$ cat src/hdl/cfts_pkg.sv
// Purpose: Shared constants and types for the card frame transmit sequencer.
// Assumes: 50 MHz device clock, 8-bit register port with 6-bit addresses.
// Notes:   Offsets, field layouts, reset values, states and timing live here only.
`default_nettype none
package cfts_pkg;

	// ************************************************************
	// Timing
	// ************************************************************
	localparam int CLK_HZ      = 50_000_000;
	localparam int BIT_TIME_NS = 9440;
	// One RF bit period in device clock cycles, rounded down.
	localparam int BIT_CYCLES  = (BIT_TIME_NS * (CLK_HZ / 1_000_000)) / 1000;

	// ************************************************************
	// Sizes, commands and register offsets
	// ************************************************************
	localparam int         FIFO_DEPTH     = 64;
	localparam logic [7:0] CMD_IDLE       = 8'h00;
	localparam logic [7:0] CMD_TRANSMIT   = 8'h1A;
	localparam logic [5:0] OFS_STATUS     = 6'h03;
	localparam logic [5:0] OFS_FIFO_PORT  = 6'h02;
	localparam logic [5:0] OFS_FIFO_LEVEL = 6'h04;
	localparam logic [5:0] OFS_FLAGS      = 6'h07;
	localparam logic [5:0] OFS_COMMAND    = 6'h01;
	localparam logic [5:0] OFS_FRAMING    = 6'h0F;
	localparam logic [5:0] OFS_REDUND     = 6'h22;
	localparam logic [7:0] REDUND_RST     = 8'h03;
	localparam logic [7:0] FRAMING_RST    = 8'h00;
	localparam logic [7:0] READ_ZERO      = 8'h00;

	// ************************************************************
	// Frame shape and redundancy
	// ************************************************************
	localparam logic [3:0]  SOF_LAST     = 4'h0;
	localparam logic [3:0]  EOF_BITS     = 4'h2;
	localparam logic        SOF_LEVEL    = 1'b1;
	localparam logic        EOF_LEVEL    = 1'b0;
	localparam logic [3:0]  LAST_FULL    = 4'h7;
	localparam logic [3:0]  CHK_PARITY   = 4'h7;
	localparam logic [3:0]  CHK_NOPARITY = 4'h6;
	localparam logic [15:0] CRC16_PRESET = 16'h6363;
	localparam logic [15:0] CRC16_POLY   = 16'h8408;
	localparam logic [7:0]  CRC8_PRESET  = 8'hFF;
	localparam logic [7:0]  CRC8_POLY    = 8'hB8;

	// ************************************************************
	// Types
	// ************************************************************
	typedef enum logic [2:0] {
		ST_IDLE = 3'b000,
		ST_WAIT = 3'b001,
		ST_SOF  = 3'b010,
		ST_DATA = 3'b011,
		ST_PAR  = 3'b100,
		ST_EOF  = 3'b110
	} cfts_state_t;

	typedef struct packed {
		logic       wr;
		logic       rd;
		logic [5:0] addr;
		logic [7:0] wdata;
	} cfts_bus_t;

	typedef struct packed {
		logic [3:0] rsvd;
		logic       crc8;
		logic       parity_odd_select;
		logic       parity_enable;
		logic       tx_crc_enable;
	} cfts_redund_t;

	typedef struct packed {
		logic [4:0] rsvd;
		logic [2:0] tx_last_bit_count;
	} cfts_framing_t;

	typedef struct packed {
		logic       rsvd7;
		logic [2:0] modem_phase;
		logic       rsvd3;
		logic       busy;
		logic       fifo_full;
		logic       fifo_empty;
	} cfts_status_t;

	typedef struct packed {
		logic [5:0] rsvd;
		logic       idle_done_flag;
		logic       tx_done_flag;
	} cfts_flags_t;

endpackage
`default_nettype wire

$ cat src/hdl/cfts_top.sv
// Purpose: Transmit sequencer that frames FIFO bytes into a serial RF bit stream.
// Assumes: Host port strobes are one cycle long and synchronous to clk.
// Notes:   Only the transmit command is served; other codes stop the sequencer.
//
// Behaviour
// Command 1Ah moves FIFO bytes to the transmitter and returns nothing.
// Transmit starts only through a host write of the command register.
// Host may preload up to 64 bytes while idle, then launch.
// Launch with empty FIFO arms; sending begins when a byte arrives.
// Host keeps the FIFO fed in time for a gap-free stream.
// Bytes written during transmit are appended after queued bytes.
// Needing a byte with FIFO empty ends transmit and returns to idle.
// Frame completion sets the transmit-done flag.
// Another command written during transmit halts sending next clock.
// Each frame is start pattern, data, then end pattern.
// Current phase is readable as a 3-bit modem phase field.
// With CRC enabled a CRC over the data is appended.
// Parity only when enabled, odd or even by the select bit.
// Nonzero last bit count sends that many low bits of final byte.
// Full bytes get parity; a truncated final byte gets none.
// Last bit count clears itself after a completed transmission.
// Host clears CRC enable whenever last bit count is nonzero.
// While accept-more is high, new bytes join the current frame.
// Accept-more low ends the frame; later bytes stay in the FIFO.
// Parity pushes the accept-more decision back by one bit.
// Only the empty check, one bit before the last, changes accept-more.
// A write just before the check keeps accept-more high.
// Writing idle cancels, keeps the FIFO, raises no idle flag.
// Self-finished command returns to idle and sets the idle-done flag.
// One bit-period enable paces bits, parity and the empty check.
//
// The plain strobed port and the address map were chosen for this implementation.
`timescale 1ns/1ps
`default_nettype none
module cfts_top
	import cfts_pkg::*;
#(
	parameter int BIT_DIV = BIT_CYCLES,  // Clock cycles per RF bit.
	parameter int DEPTH   = FIFO_DEPTH   // FIFO depth in bytes.
) (
	input  wire logic      clk,      // Device clock, 50 MHz.
	input  wire logic      sys_rst,  // Synchronous reset, active high.
	input  wire cfts_bus_t bus,      // Host register request.
	output logic [7:0]     rd_data,  // Read answer, one cycle after the strobe.
	output logic           rf_data,  // Serial bit towards the RF transmitter.
	output logic           rf_enable // High while a frame is on the air.
);

	localparam int AW = $clog2(DEPTH);

	// ************************************************************
	// Elaboration checks
	// ************************************************************
	if (BIT_DIV < 2 || BIT_DIV > 65535) begin : g_bad_div
		$error("BIT_DIV must lie between 2 and 65535.");
	end
	if (DEPTH < 2 || (1 << AW) != DEPTH || DEPTH > 128) begin : g_bad_depth
		$error("DEPTH must be a power of two between 2 and 128.");
	end

	localparam logic [15:0] DIV_LAST = 16'(BIT_DIV - 1);
	localparam logic [AW:0] FULL_CNT = (AW + 1)'(DEPTH);

	// ************************************************************
	// State
	// ************************************************************
	cfts_state_t   state;
	cfts_state_t   next_state;
	cfts_redund_t  redundancy_config;
	cfts_framing_t bit_framing_config;
	cfts_flags_t   flags;
	cfts_status_t  main_status_reg;
	logic [7:0]    command;
	logic [7:0]    fifo_mem [DEPTH];
	logic [AW-1:0] wr_ptr;
	logic [AW-1:0] rd_ptr;
	logic [AW:0]   fifo_count;
	logic [15:0]   div_cnt;
	logic [3:0]    pos;
	logic [3:0]    next_pos;
	logic [7:0]    cur_byte;
	logic [15:0]   crc;
	logic          from_crc;
	logic          crc_hi_pend;
	logic          final_short;
	logic          accept_more;

	// ************************************************************
	// Register decode
	// ************************************************************
	wire wr_cmd    = bus.wr && bus.addr == OFS_COMMAND;
	wire wr_fifo   = bus.wr && bus.addr == OFS_FIFO_PORT;
	wire wr_redund = bus.wr && bus.addr == OFS_REDUND;
	wire wr_frm    = bus.wr && bus.addr == OFS_FRAMING;
	wire wr_flags  = bus.wr && bus.addr == OFS_FLAGS;
	wire rd_fifo   = bus.rd && bus.addr == OFS_FIFO_PORT;

	// FIFO status and the two sources of pops.
	wire fifo_empty = fifo_count == '0;
	wire fifo_full  = fifo_count == FULL_CNT;
	wire push       = wr_fifo && !fifo_full;
	wire tx_busy    = state != ST_IDLE;
	// Host reads never drain a byte the transmitter may still claim.
	wire host_pop   = rd_fifo && !fifo_empty && !tx_busy;

	// Command handling: launch from idle only, any other code stops work.
	wire cmd_launch = wr_cmd && bus.wdata == CMD_TRANSMIT && !tx_busy;
	wire cmd_abort  = wr_cmd && bus.wdata != CMD_TRANSMIT && tx_busy;

	// Bit-period enable, running only while bits go out.
	wire on_air = state == ST_SOF || state == ST_DATA || state == ST_PAR || state == ST_EOF;
	wire bit_en = on_air && div_cnt == DIV_LAST;

	// ************************************************************
	// Empty check points
	// ************************************************************
	// A write in the very cycle of the check still counts as data waiting.
	wire       empty_now = fifo_empty && !push;
	wire [3:0] last_n    = {1'b0, bit_framing_config.tx_last_bit_count};
	// Truncated byte: check one bit before the last wanted bit, or at bit 0 for a one-bit byte.
	wire [3:0] trunc_chk = (last_n > 4'h1) ? last_n - 4'h2 : 4'h0;
	// Parity adds one bit, so the check moves one bit later.
	wire [3:0] full_chk  = redundancy_config.parity_enable ? CHK_PARITY : CHK_NOPARITY;
	wire       data_tick = bit_en && state == ST_DATA && !from_crc;
	wire       trunc_hit = data_tick && last_n != 4'h0 && pos == trunc_chk && !final_short;
	wire       full_hit  = data_tick && pos == full_chk && !final_short;
	// A one-bit final byte is judged at its only bit, so the marker must act at once.
	wire       short_now = final_short || (trunc_hit && empty_now);
	wire [3:0] byte_last = short_now ? last_n - 4'h1 : LAST_FULL;
	wire       byte_end  = pos == byte_last;

	// Parity and CRC arithmetic.
	wire        par_bit  = (^cur_byte) ^ redundancy_config.parity_odd_select;
	wire        crc_fb   = crc[0] ^ cur_byte[pos[2:0]];
	wire [15:0] crc_poly = redundancy_config.crc8 ? {8'h00, CRC8_POLY} : CRC16_POLY;
	wire [15:0] crc_init = redundancy_config.crc8 ? {8'h00, CRC8_PRESET} : CRC16_PRESET;
	wire [15:0] next_crc = {1'b0, crc[15:1]} ^ (crc_fb ? crc_poly : 16'h0000);

	// ************************************************************
	// Sequencer next state
	// ************************************************************
	logic tx_pop;
	logic ld_crc;
	logic ld_crc_hi;
	logic finish;
	logic emit;
	logic emit_val;
	logic after_byte;

	always_comb begin
		next_state = state;
		next_pos   = pos;
		tx_pop     = 1'b0;
		ld_crc     = 1'b0;
		ld_crc_hi  = 1'b0;
		finish     = 1'b0;
		emit       = 1'b0;
		emit_val   = 1'b0;
		after_byte = 1'b0;
		unique case (state)
			ST_IDLE: begin
				if (cmd_launch) begin
					next_state = ST_WAIT;
				end
			end
			ST_WAIT: begin
				// Armed; the first byte in the FIFO starts the frame.
				if (!fifo_empty) begin
					next_state = ST_SOF;
					next_pos   = '0;
				end
			end
			ST_SOF: begin
				if (bit_en) begin
					emit     = 1'b1;
					emit_val = SOF_LEVEL;
					if (pos == SOF_LAST) begin
						next_state = ST_DATA;
						next_pos   = '0;
						tx_pop     = 1'b1;
					end else begin
						next_pos = pos + 4'h1;
					end
				end
			end
			ST_DATA: begin
				if (bit_en) begin
					emit     = 1'b1;
					emit_val = cur_byte[pos[2:0]];
					if (!byte_end) begin
						next_pos = pos + 4'h1;
					end else if (!short_now && redundancy_config.parity_enable) begin
						next_state = ST_PAR;
					end else begin
						after_byte = 1'b1;
					end
				end
			end
			ST_PAR: begin
				if (bit_en) begin
					emit       = 1'b1;
					emit_val   = par_bit;
					after_byte = 1'b1;
				end
			end
			ST_EOF: begin
				if (bit_en) begin
					if (pos == EOF_BITS) begin
						finish     = 1'b1;
						next_state = ST_IDLE;
					end else begin
						emit     = 1'b1;
						emit_val = EOF_LEVEL;
						next_pos = pos + 4'h1;
					end
				end
			end
			default: begin
				next_state = ST_IDLE;
			end
		endcase

		// Choose the source of the next byte once the current one is out.
		if (after_byte) begin
			next_pos = '0;
			if (from_crc) begin
				next_state = crc_hi_pend ? ST_DATA : ST_EOF;
				ld_crc_hi  = crc_hi_pend;
			end else if (short_now) begin
				next_state = ST_EOF;
			end else if (accept_more) begin
				next_state = ST_DATA;
				tx_pop     = 1'b1;
			end else if (redundancy_config.tx_crc_enable) begin
				next_state = ST_DATA;
				ld_crc     = 1'b1;
			end else begin
				next_state = ST_EOF;
			end
		end
	end

	// ************************************************************
	// Sequencer registers
	// ************************************************************
	// An abort wins over the next state and the bit timer; pos still takes its next value.
	always_ff @(posedge clk) begin
		if (sys_rst) begin
			state   <= ST_IDLE;
			pos     <= '0;
			div_cnt <= '0;
		end else begin
			state   <= cmd_abort ? ST_IDLE : next_state;
			pos     <= next_pos;
			div_cnt <= (on_air && !bit_en && !cmd_abort) ? div_cnt + 16'h0001 : 16'h0000;
		end
	end

	// Byte shifter source and the CRC byte bookkeeping.
	always_ff @(posedge clk) begin
		if (sys_rst) begin
			cur_byte    <= '0;
			from_crc    <= 1'b0;
			crc_hi_pend <= 1'b0;
		end else begin
			if (tx_pop) begin
				cur_byte <= fifo_mem[rd_ptr];
			end else if (ld_crc) begin
				// Without parity the last data bit folds in during this very cycle.
				cur_byte <= data_tick ? next_crc[7:0] : crc[7:0];
			end else if (ld_crc_hi) begin
				cur_byte <= crc[15:8];
			end
			from_crc    <= !cmd_launch && (from_crc || ld_crc);
			crc_hi_pend <= ld_crc ? !redundancy_config.crc8 : (crc_hi_pend && !ld_crc_hi);
		end
	end

	// CRC runs over data bits only, never over parity or its own bytes.
	always_ff @(posedge clk) begin
		if (sys_rst) begin
			crc <= CRC16_PRESET;
		end else if (cmd_launch) begin
			crc <= crc_init;
		end else if (data_tick) begin
			crc <= next_crc;
		end
	end

	// Accept-more and the truncated-final-byte marker.
	always_ff @(posedge clk) begin
		if (sys_rst) begin
			accept_more <= 1'b0;
			final_short <= 1'b0;
		end else begin
			if (cmd_launch) begin
				accept_more <= 1'b1;
			end else if (trunc_hit || full_hit) begin
				accept_more <= !empty_now;
			end
			final_short <= !cmd_launch && !tx_pop && (final_short || (trunc_hit && empty_now));
		end
	end

	// Serial outputs hold each bit for one full bit period.
	always_ff @(posedge clk) begin
		if (sys_rst) begin
			rf_data   <= 1'b0;
			rf_enable <= 1'b0;
		end else if (cmd_abort || finish) begin
			rf_data   <= 1'b0;
			rf_enable <= 1'b0;
		end else if (emit) begin
			rf_data   <= emit_val;
			rf_enable <= 1'b1;
		end
	end

	// ************************************************************
	// FIFO
	// ************************************************************
	always_ff @(posedge clk) begin
		if (push) begin
			fifo_mem[wr_ptr] <= bus.wdata;
		end
	end

	// Transmit pops and host pops never coincide, since host reads wait for idle.
	wire pop = tx_pop || host_pop;

	always_ff @(posedge clk) begin
		if (sys_rst) begin
			wr_ptr     <= '0;
			rd_ptr     <= '0;
			fifo_count <= '0;
		end else begin
			wr_ptr     <= push ? wr_ptr + 1'b1 : wr_ptr;
			rd_ptr     <= pop ? rd_ptr + 1'b1 : rd_ptr;
			fifo_count <= fifo_count + (AW + 1)'(push) - (AW + 1)'(pop);
		end
	end

	// ************************************************************
	// Software registers
	// ************************************************************
	// Unsupported command codes are not kept; the register falls back to idle.
	always_ff @(posedge clk) begin
		if (sys_rst) begin
			command <= CMD_IDLE;
		end else if (cmd_launch) begin
			command <= CMD_TRANSMIT;
		end else if ((wr_cmd && bus.wdata != CMD_TRANSMIT) || finish) begin
			command <= CMD_IDLE;
		end
	end

	// A host write to the framing register in the finish cycle wins.
	always_ff @(posedge clk) begin
		if (sys_rst) begin
			redundancy_config  <= cfts_redund_t'(REDUND_RST);
			bit_framing_config <= cfts_framing_t'(FRAMING_RST);
		end else begin
			if (wr_redund) begin
				redundancy_config <= cfts_redund_t'(bus.wdata);
			end
			if (wr_frm) begin
				bit_framing_config <= cfts_framing_t'(bus.wdata);
			end else if (finish) begin
				bit_framing_config <= cfts_framing_t'(FRAMING_RST);
			end
			redundancy_config.rsvd  <= '0;
			bit_framing_config.rsvd <= '0;
		end
	end

	// Sticky flags, write one to clear; a new event beats a clear.
	wire [7:0] flag_clr = wr_flags ? bus.wdata : 8'h00;

	always_ff @(posedge clk) begin
		if (sys_rst) begin
			flags <= '0;
		end else begin
			flags.tx_done_flag   <= finish || (flags.tx_done_flag && !flag_clr[0]);
			flags.idle_done_flag <= finish || (flags.idle_done_flag && !flag_clr[1]);
			flags.rsvd           <= '0;
		end
	end

	// ************************************************************
	// Read path
	// ************************************************************
	always_comb begin
		main_status_reg             = '0;
		main_status_reg.modem_phase = state;
		main_status_reg.busy        = tx_busy;
		main_status_reg.fifo_full   = fifo_full;
		main_status_reg.fifo_empty  = fifo_empty;
	end

	wire [7:0] fifo_head = fifo_empty ? READ_ZERO : fifo_mem[rd_ptr];
	wire [7:0] level_rd  = 8'(fifo_count);
	wire [7:0] rd_mux    = (bus.addr == OFS_COMMAND)    ? command :
	                       (bus.addr == OFS_FIFO_PORT)  ? fifo_head :
	                       (bus.addr == OFS_STATUS)     ? main_status_reg :
	                       (bus.addr == OFS_FIFO_LEVEL) ? level_rd :
	                       (bus.addr == OFS_FLAGS)      ? flags :
	                       (bus.addr == OFS_FRAMING)    ? bit_framing_config :
	                       (bus.addr == OFS_REDUND)     ? redundancy_config : READ_ZERO;

	// Read data stand only in the cycle after the strobe.
	always_ff @(posedge clk) begin
		if (sys_rst) begin
			rd_data <= READ_ZERO;
		end else begin
			rd_data <= bus.rd ? rd_mux : READ_ZERO;
		end
	end

endmodule
`default_nettype wire
$ cat config.mk
export PLATFORM = sky130hd
export DESIGN_NAME = cfts_top
export DESIGN_NICKNAME = d
export VERILOG_FILES = /design/src/hdl/cfts_pkg.sv /design/src/hdl/cfts_top.sv
export SDC_FILE = /design/constraint.sdc
export NUM_CORES = 1
export LEC_CHECK = 0
export BUFFER_PORTS_ARGS = -buffer_cell sky130_fd_sc_hd__buf_2
export CORE_MARGIN = 3
export CORE_UTILIZATION = 54
export DETAILED_ROUTE_END_ITERATION = 8
export GPL_TIMING_DRIVEN = 1
export PLACE_DENSITY = 0.7
export SLEW_MARGIN = 20
export SYNTH_ARGS = -nofsm -noshare
export SYNTH_HDL_FRONTEND = slang
export SYNTH_SLANG_ARGS = --single-unit
$ cat constraint.sdc
create_clock -name clk -period 12.7 [get_ports clk]
set_input_delay 0.635 -clock clk [delete_from_list [all_inputs] [get_ports clk]]
set_output_delay 0.635 -clock clk [all_outputs]
set_load 0.03 [all_outputs]
==> results.toml <==
[grt]
grt_pass1_vias = 13100
grt_max_degree = 70
grt_pass1_wl_um = 82730
track_usage_pct = 23.19
antenna_found_initial = 3
overflow = 0

[cells_and_area]
seq_area_um2 = 17310
n_fill_cell = 3309
areaGrowthSynthToFinish_pct = 10.57
final_util_pct = 60.56
antennaDiodeCount = 0
nNetsFinal = 1521
layout-drive-gt1-share_pct = 20.89
multi_input_area_um2 = 7233

[synthesis]
synthFlopType = "edfxtp_1"
yosysTopAreaCell = "edfxtp_1"
synth-seq-area-share_pct = 69.44
syn_avg_cell_area_um2 = 17.17
synth-edff-count = 512
synth_cells = 1451
synth.most_common_cell = "edfxtp_1"
async_flop_share_pct = 0
synth_area_leaders = "edfxtp_1 (62%), mux4_2 (15%), dfxtp_1 (7.7%), nor2_1 (2.2%), nand2_1 (1.2%)"
syn_nets = 1487
synth_top_area_share_pct = 61.72
synth.distinct_cells = 70
yosysWarnings = 0
ys_ff_latch = 608
yosys-top-cells-count = "edfxtp_1 (512), mux4_2 (170), nor2_1 (149), dfxtp_1 (96), nand2_1 (81)"
netlist_area_um2 = 24910

[placed_design]
gp_congestion = 0.8756
dpl.hpwl_um = 33870
io_buffers = 27

[pwr]
switchingPower_mw = 0.8095
vdd_drop_max_uv = 139.1
p_int_mw = 3.168
p_per_area_nw_per_um2 = 144.4
swShare_pct = 20.35
p_leak_nw = 8.368
comb_power_share_pct = 2.4
sequentialPowerShare_pct = 54.5
total_power_mw = 3.978
clkPwrFrac_pct = 43.0

[setup_path]
reg2reg_slack_ns = 6.93
worstPathArrival_ns = 6.22
r2r_cells = 23
cp-end-kind = "flop"
cp_top_family = "compound AO/OA/AOI/OAI gates"
crit_chain = "inv_1 -> ha_1 -> nor4bb_1 -> o211a_1 -> nand3_1 -> o31a_1 -> or3_1 -> a2111oi_4 -> a32oi_1 -> buf_4 -> o211ai_4 -> ha_1 -> inv_1 -> ha_1 -> inv_1 -> fa_1 -> inv_1 -> a21oi_1 -> o21bai_1 -> a21oi_1 -> nor2_1 -> or3_1 -> a21oi_1"
crit_fanout = 12
startpoint_type = "flop"
r2r-start = "fifo_count[2]"
worst_path_max_delay_cell = "nor4bb_1"
crit_buf_inv = 5
max_stage_delay_ns = 0.71
crit_top_cell = "inv_1"
r2r_end = "fifo_count[6]"
required_ns = 13.16
worstSetupPathType = "reg2reg"

[run_status]
outcome = "finished clean"

[detailed_routing]
wl_um = 54650
vias = 13260
first_pass_iters = 7
ant_nets = 0
viasPerCell = 6.218
drc = 0
drt_iter0_drc = 1484
wl_per_cell_um = 25.63

[timing]
min_period_over_period_pct = 45.40
fin_tns_setup_ns = 0
layout_min_cycle_time_ns = 5.766
slew_headroom_pct = 26.33
tightest_slew_ns = 1.098
setup_violations = 0
finalHoldViolCount = 0
grt_setup_unrepaired = "false"
max_clock_freq_ghz = 0.1734
maxSlewViolCount = 0
finalClockSkew_ns = 0.02189

[floorplanning]
die_w_um = 220.8
core_um2 = 45480
initial_core_util_pct = 54.77
die_h_um = 220.8
die_area_um2 = 48740
rows = 78
io_pins = 28

[run]
drv_cap = 0

[clock_network]
cts_buffer_depth = 3
clock-sinks = 608
h-tree-depth = 2
root_buffer = "clkbuf_16"
clkLatencyLatePin_ns = 0.62
clk_pin_slew_ns = 0.07
postCtsSetupRepairBufs = 0
cts_resized = 0
tritoncts = "yes"
cts_hold_buf = 0
cts_buffers = 60

[hold_path]
hp-class = "in2reg"
holdPathEnd = "fifo_mem[4][6]"
whs_path_depth = 1
holdCritStartpoint = "bus[6]"
==> layout make-up <==
class | count | area share [%]
Clock buffer | 72 | 5.692
Sequential cell | 608 | 62.83
Multi-Input combinational cell | 743 | 26.26
Inverter | 29 | 0.3952
Timing Repair Buffer | 43 | 0.9268
Tap cell | 600 | 2.726
Clock inverter | 37 | 1.163
==> kinds of logic after synthesis <==
family / after synthesis / share of synthesized area (%)
AOI/OAI and AO/OA: 141 / 3.878
xor gates and xnor gates: 41 / 1.442
buffers and inverters: 100 / 1.522
muxes: 183 / 15.90
adders and majority gates: 18 / 0.9343
DFF: 608 / 69.44
and+or+nand+nor: 360 / 6.882
==> power groups by stage <==
stage / clock network [mW] / registers [mW] / logic, mW
after floorplan: 0 / 2.21 / 0.0487
after detailed placement: 0 / 2.21 / 0.0971
after global routing: 1.82 / 2.17 / 0.107
after global placement: 0 / 2.21 / 0.0942
final: 1.71 / 2.17 / 0.0974
after CTS: 1.74 / 2.17 / 0.0972
==> worst max path at each step <==
stage | cells past startpoint | from | end | slack, ns
after floorplan | 24 | bit_framing_config[0] | fifo_count[6] | 7.66
after global placement | 23 | fifo_count[3] | fifo_count[6] | 7.13
after detailed placement | 23 | fifo_count[2] | fifo_count[6] | 7.00
after CTS | 23 | fifo_count[2] | fifo_count[6] | 6.98
after global routing | 23 | fifo_count[2] | fifo_count[6] | 6.53
final | 23 | fifo_count[2] | fifo_count[6] | 6.93
==> registers in the layout, indices dropped and copies added (netlist names), named ones only <==
signal              cells
fifo_mem              512
crc                    16
div_cnt                16
cur_byte                8
rd_data                 8
fifo_count              7
rd_ptr                  6
wr_ptr                  6
pos                     4
redundancy_config       4
bit_framing_config      3
state                   3
flags                   2
accept_more             1
command                 1
crc_hi_pend             1
final_short             1
from_crc                1
rf_data                 1
rf_enable               1
==> routing by layer <==
layer / vias up / track usage [%] / wire (µm)
li1: 5820 / - / -
met1: 6788 / 32.44 / 22150
met2: 549 / 37.50 / 26740
met3: 95 / 5.122 / 4320
met4: 4 / 6.398 / 1413
met5: - / 0 / 25
==> cell usage in the layout (no fill, tap or decap), drive strengths merged, types with 4 or more instances in the layout <==
master      n
nor2b      14
o21bai      6
a32oi       4
o22ai       8
nand4       6
or3        10
nand2      81
nor4        4
mux4      170
clkinvlp    7
dfxtp      96
or4         6
ha         17
nor2      149
or2         6
clkinv     25
a31oi       6
mux2i      11
bufinv      5
nand3b      6
clkbuf     72
inv        29
xnor2      27
edfxtp    512
a21oi      43
nand3      34
a21o        4
nor3b       4
nor3       13
o21ai      18
a221oi      5
and2        4
and3        6
o21a        4
a22oi      14
nand2b      4
buf        43
xor2       14
==> stage by stage <==
stage | hold slack (ns) | setup WS, ns | area [µm²] | std cells
global placement | 0.4421 | 7.131 | 25650 | 2023
detailed placement | 0.4494 | 6.999 | 25650 | 2023
finish | 0.3772 | 6.934 | 27540 | 2132
CTS | 0.3681 | 6.982 | 27540 | 2132
floorplan | 0.4305 | 7.664 | 24910 | 1451
global route | 0.3740 | 6.529 | 27540 | 2132
Note: power is estimated with default switching activity, not from simulation.
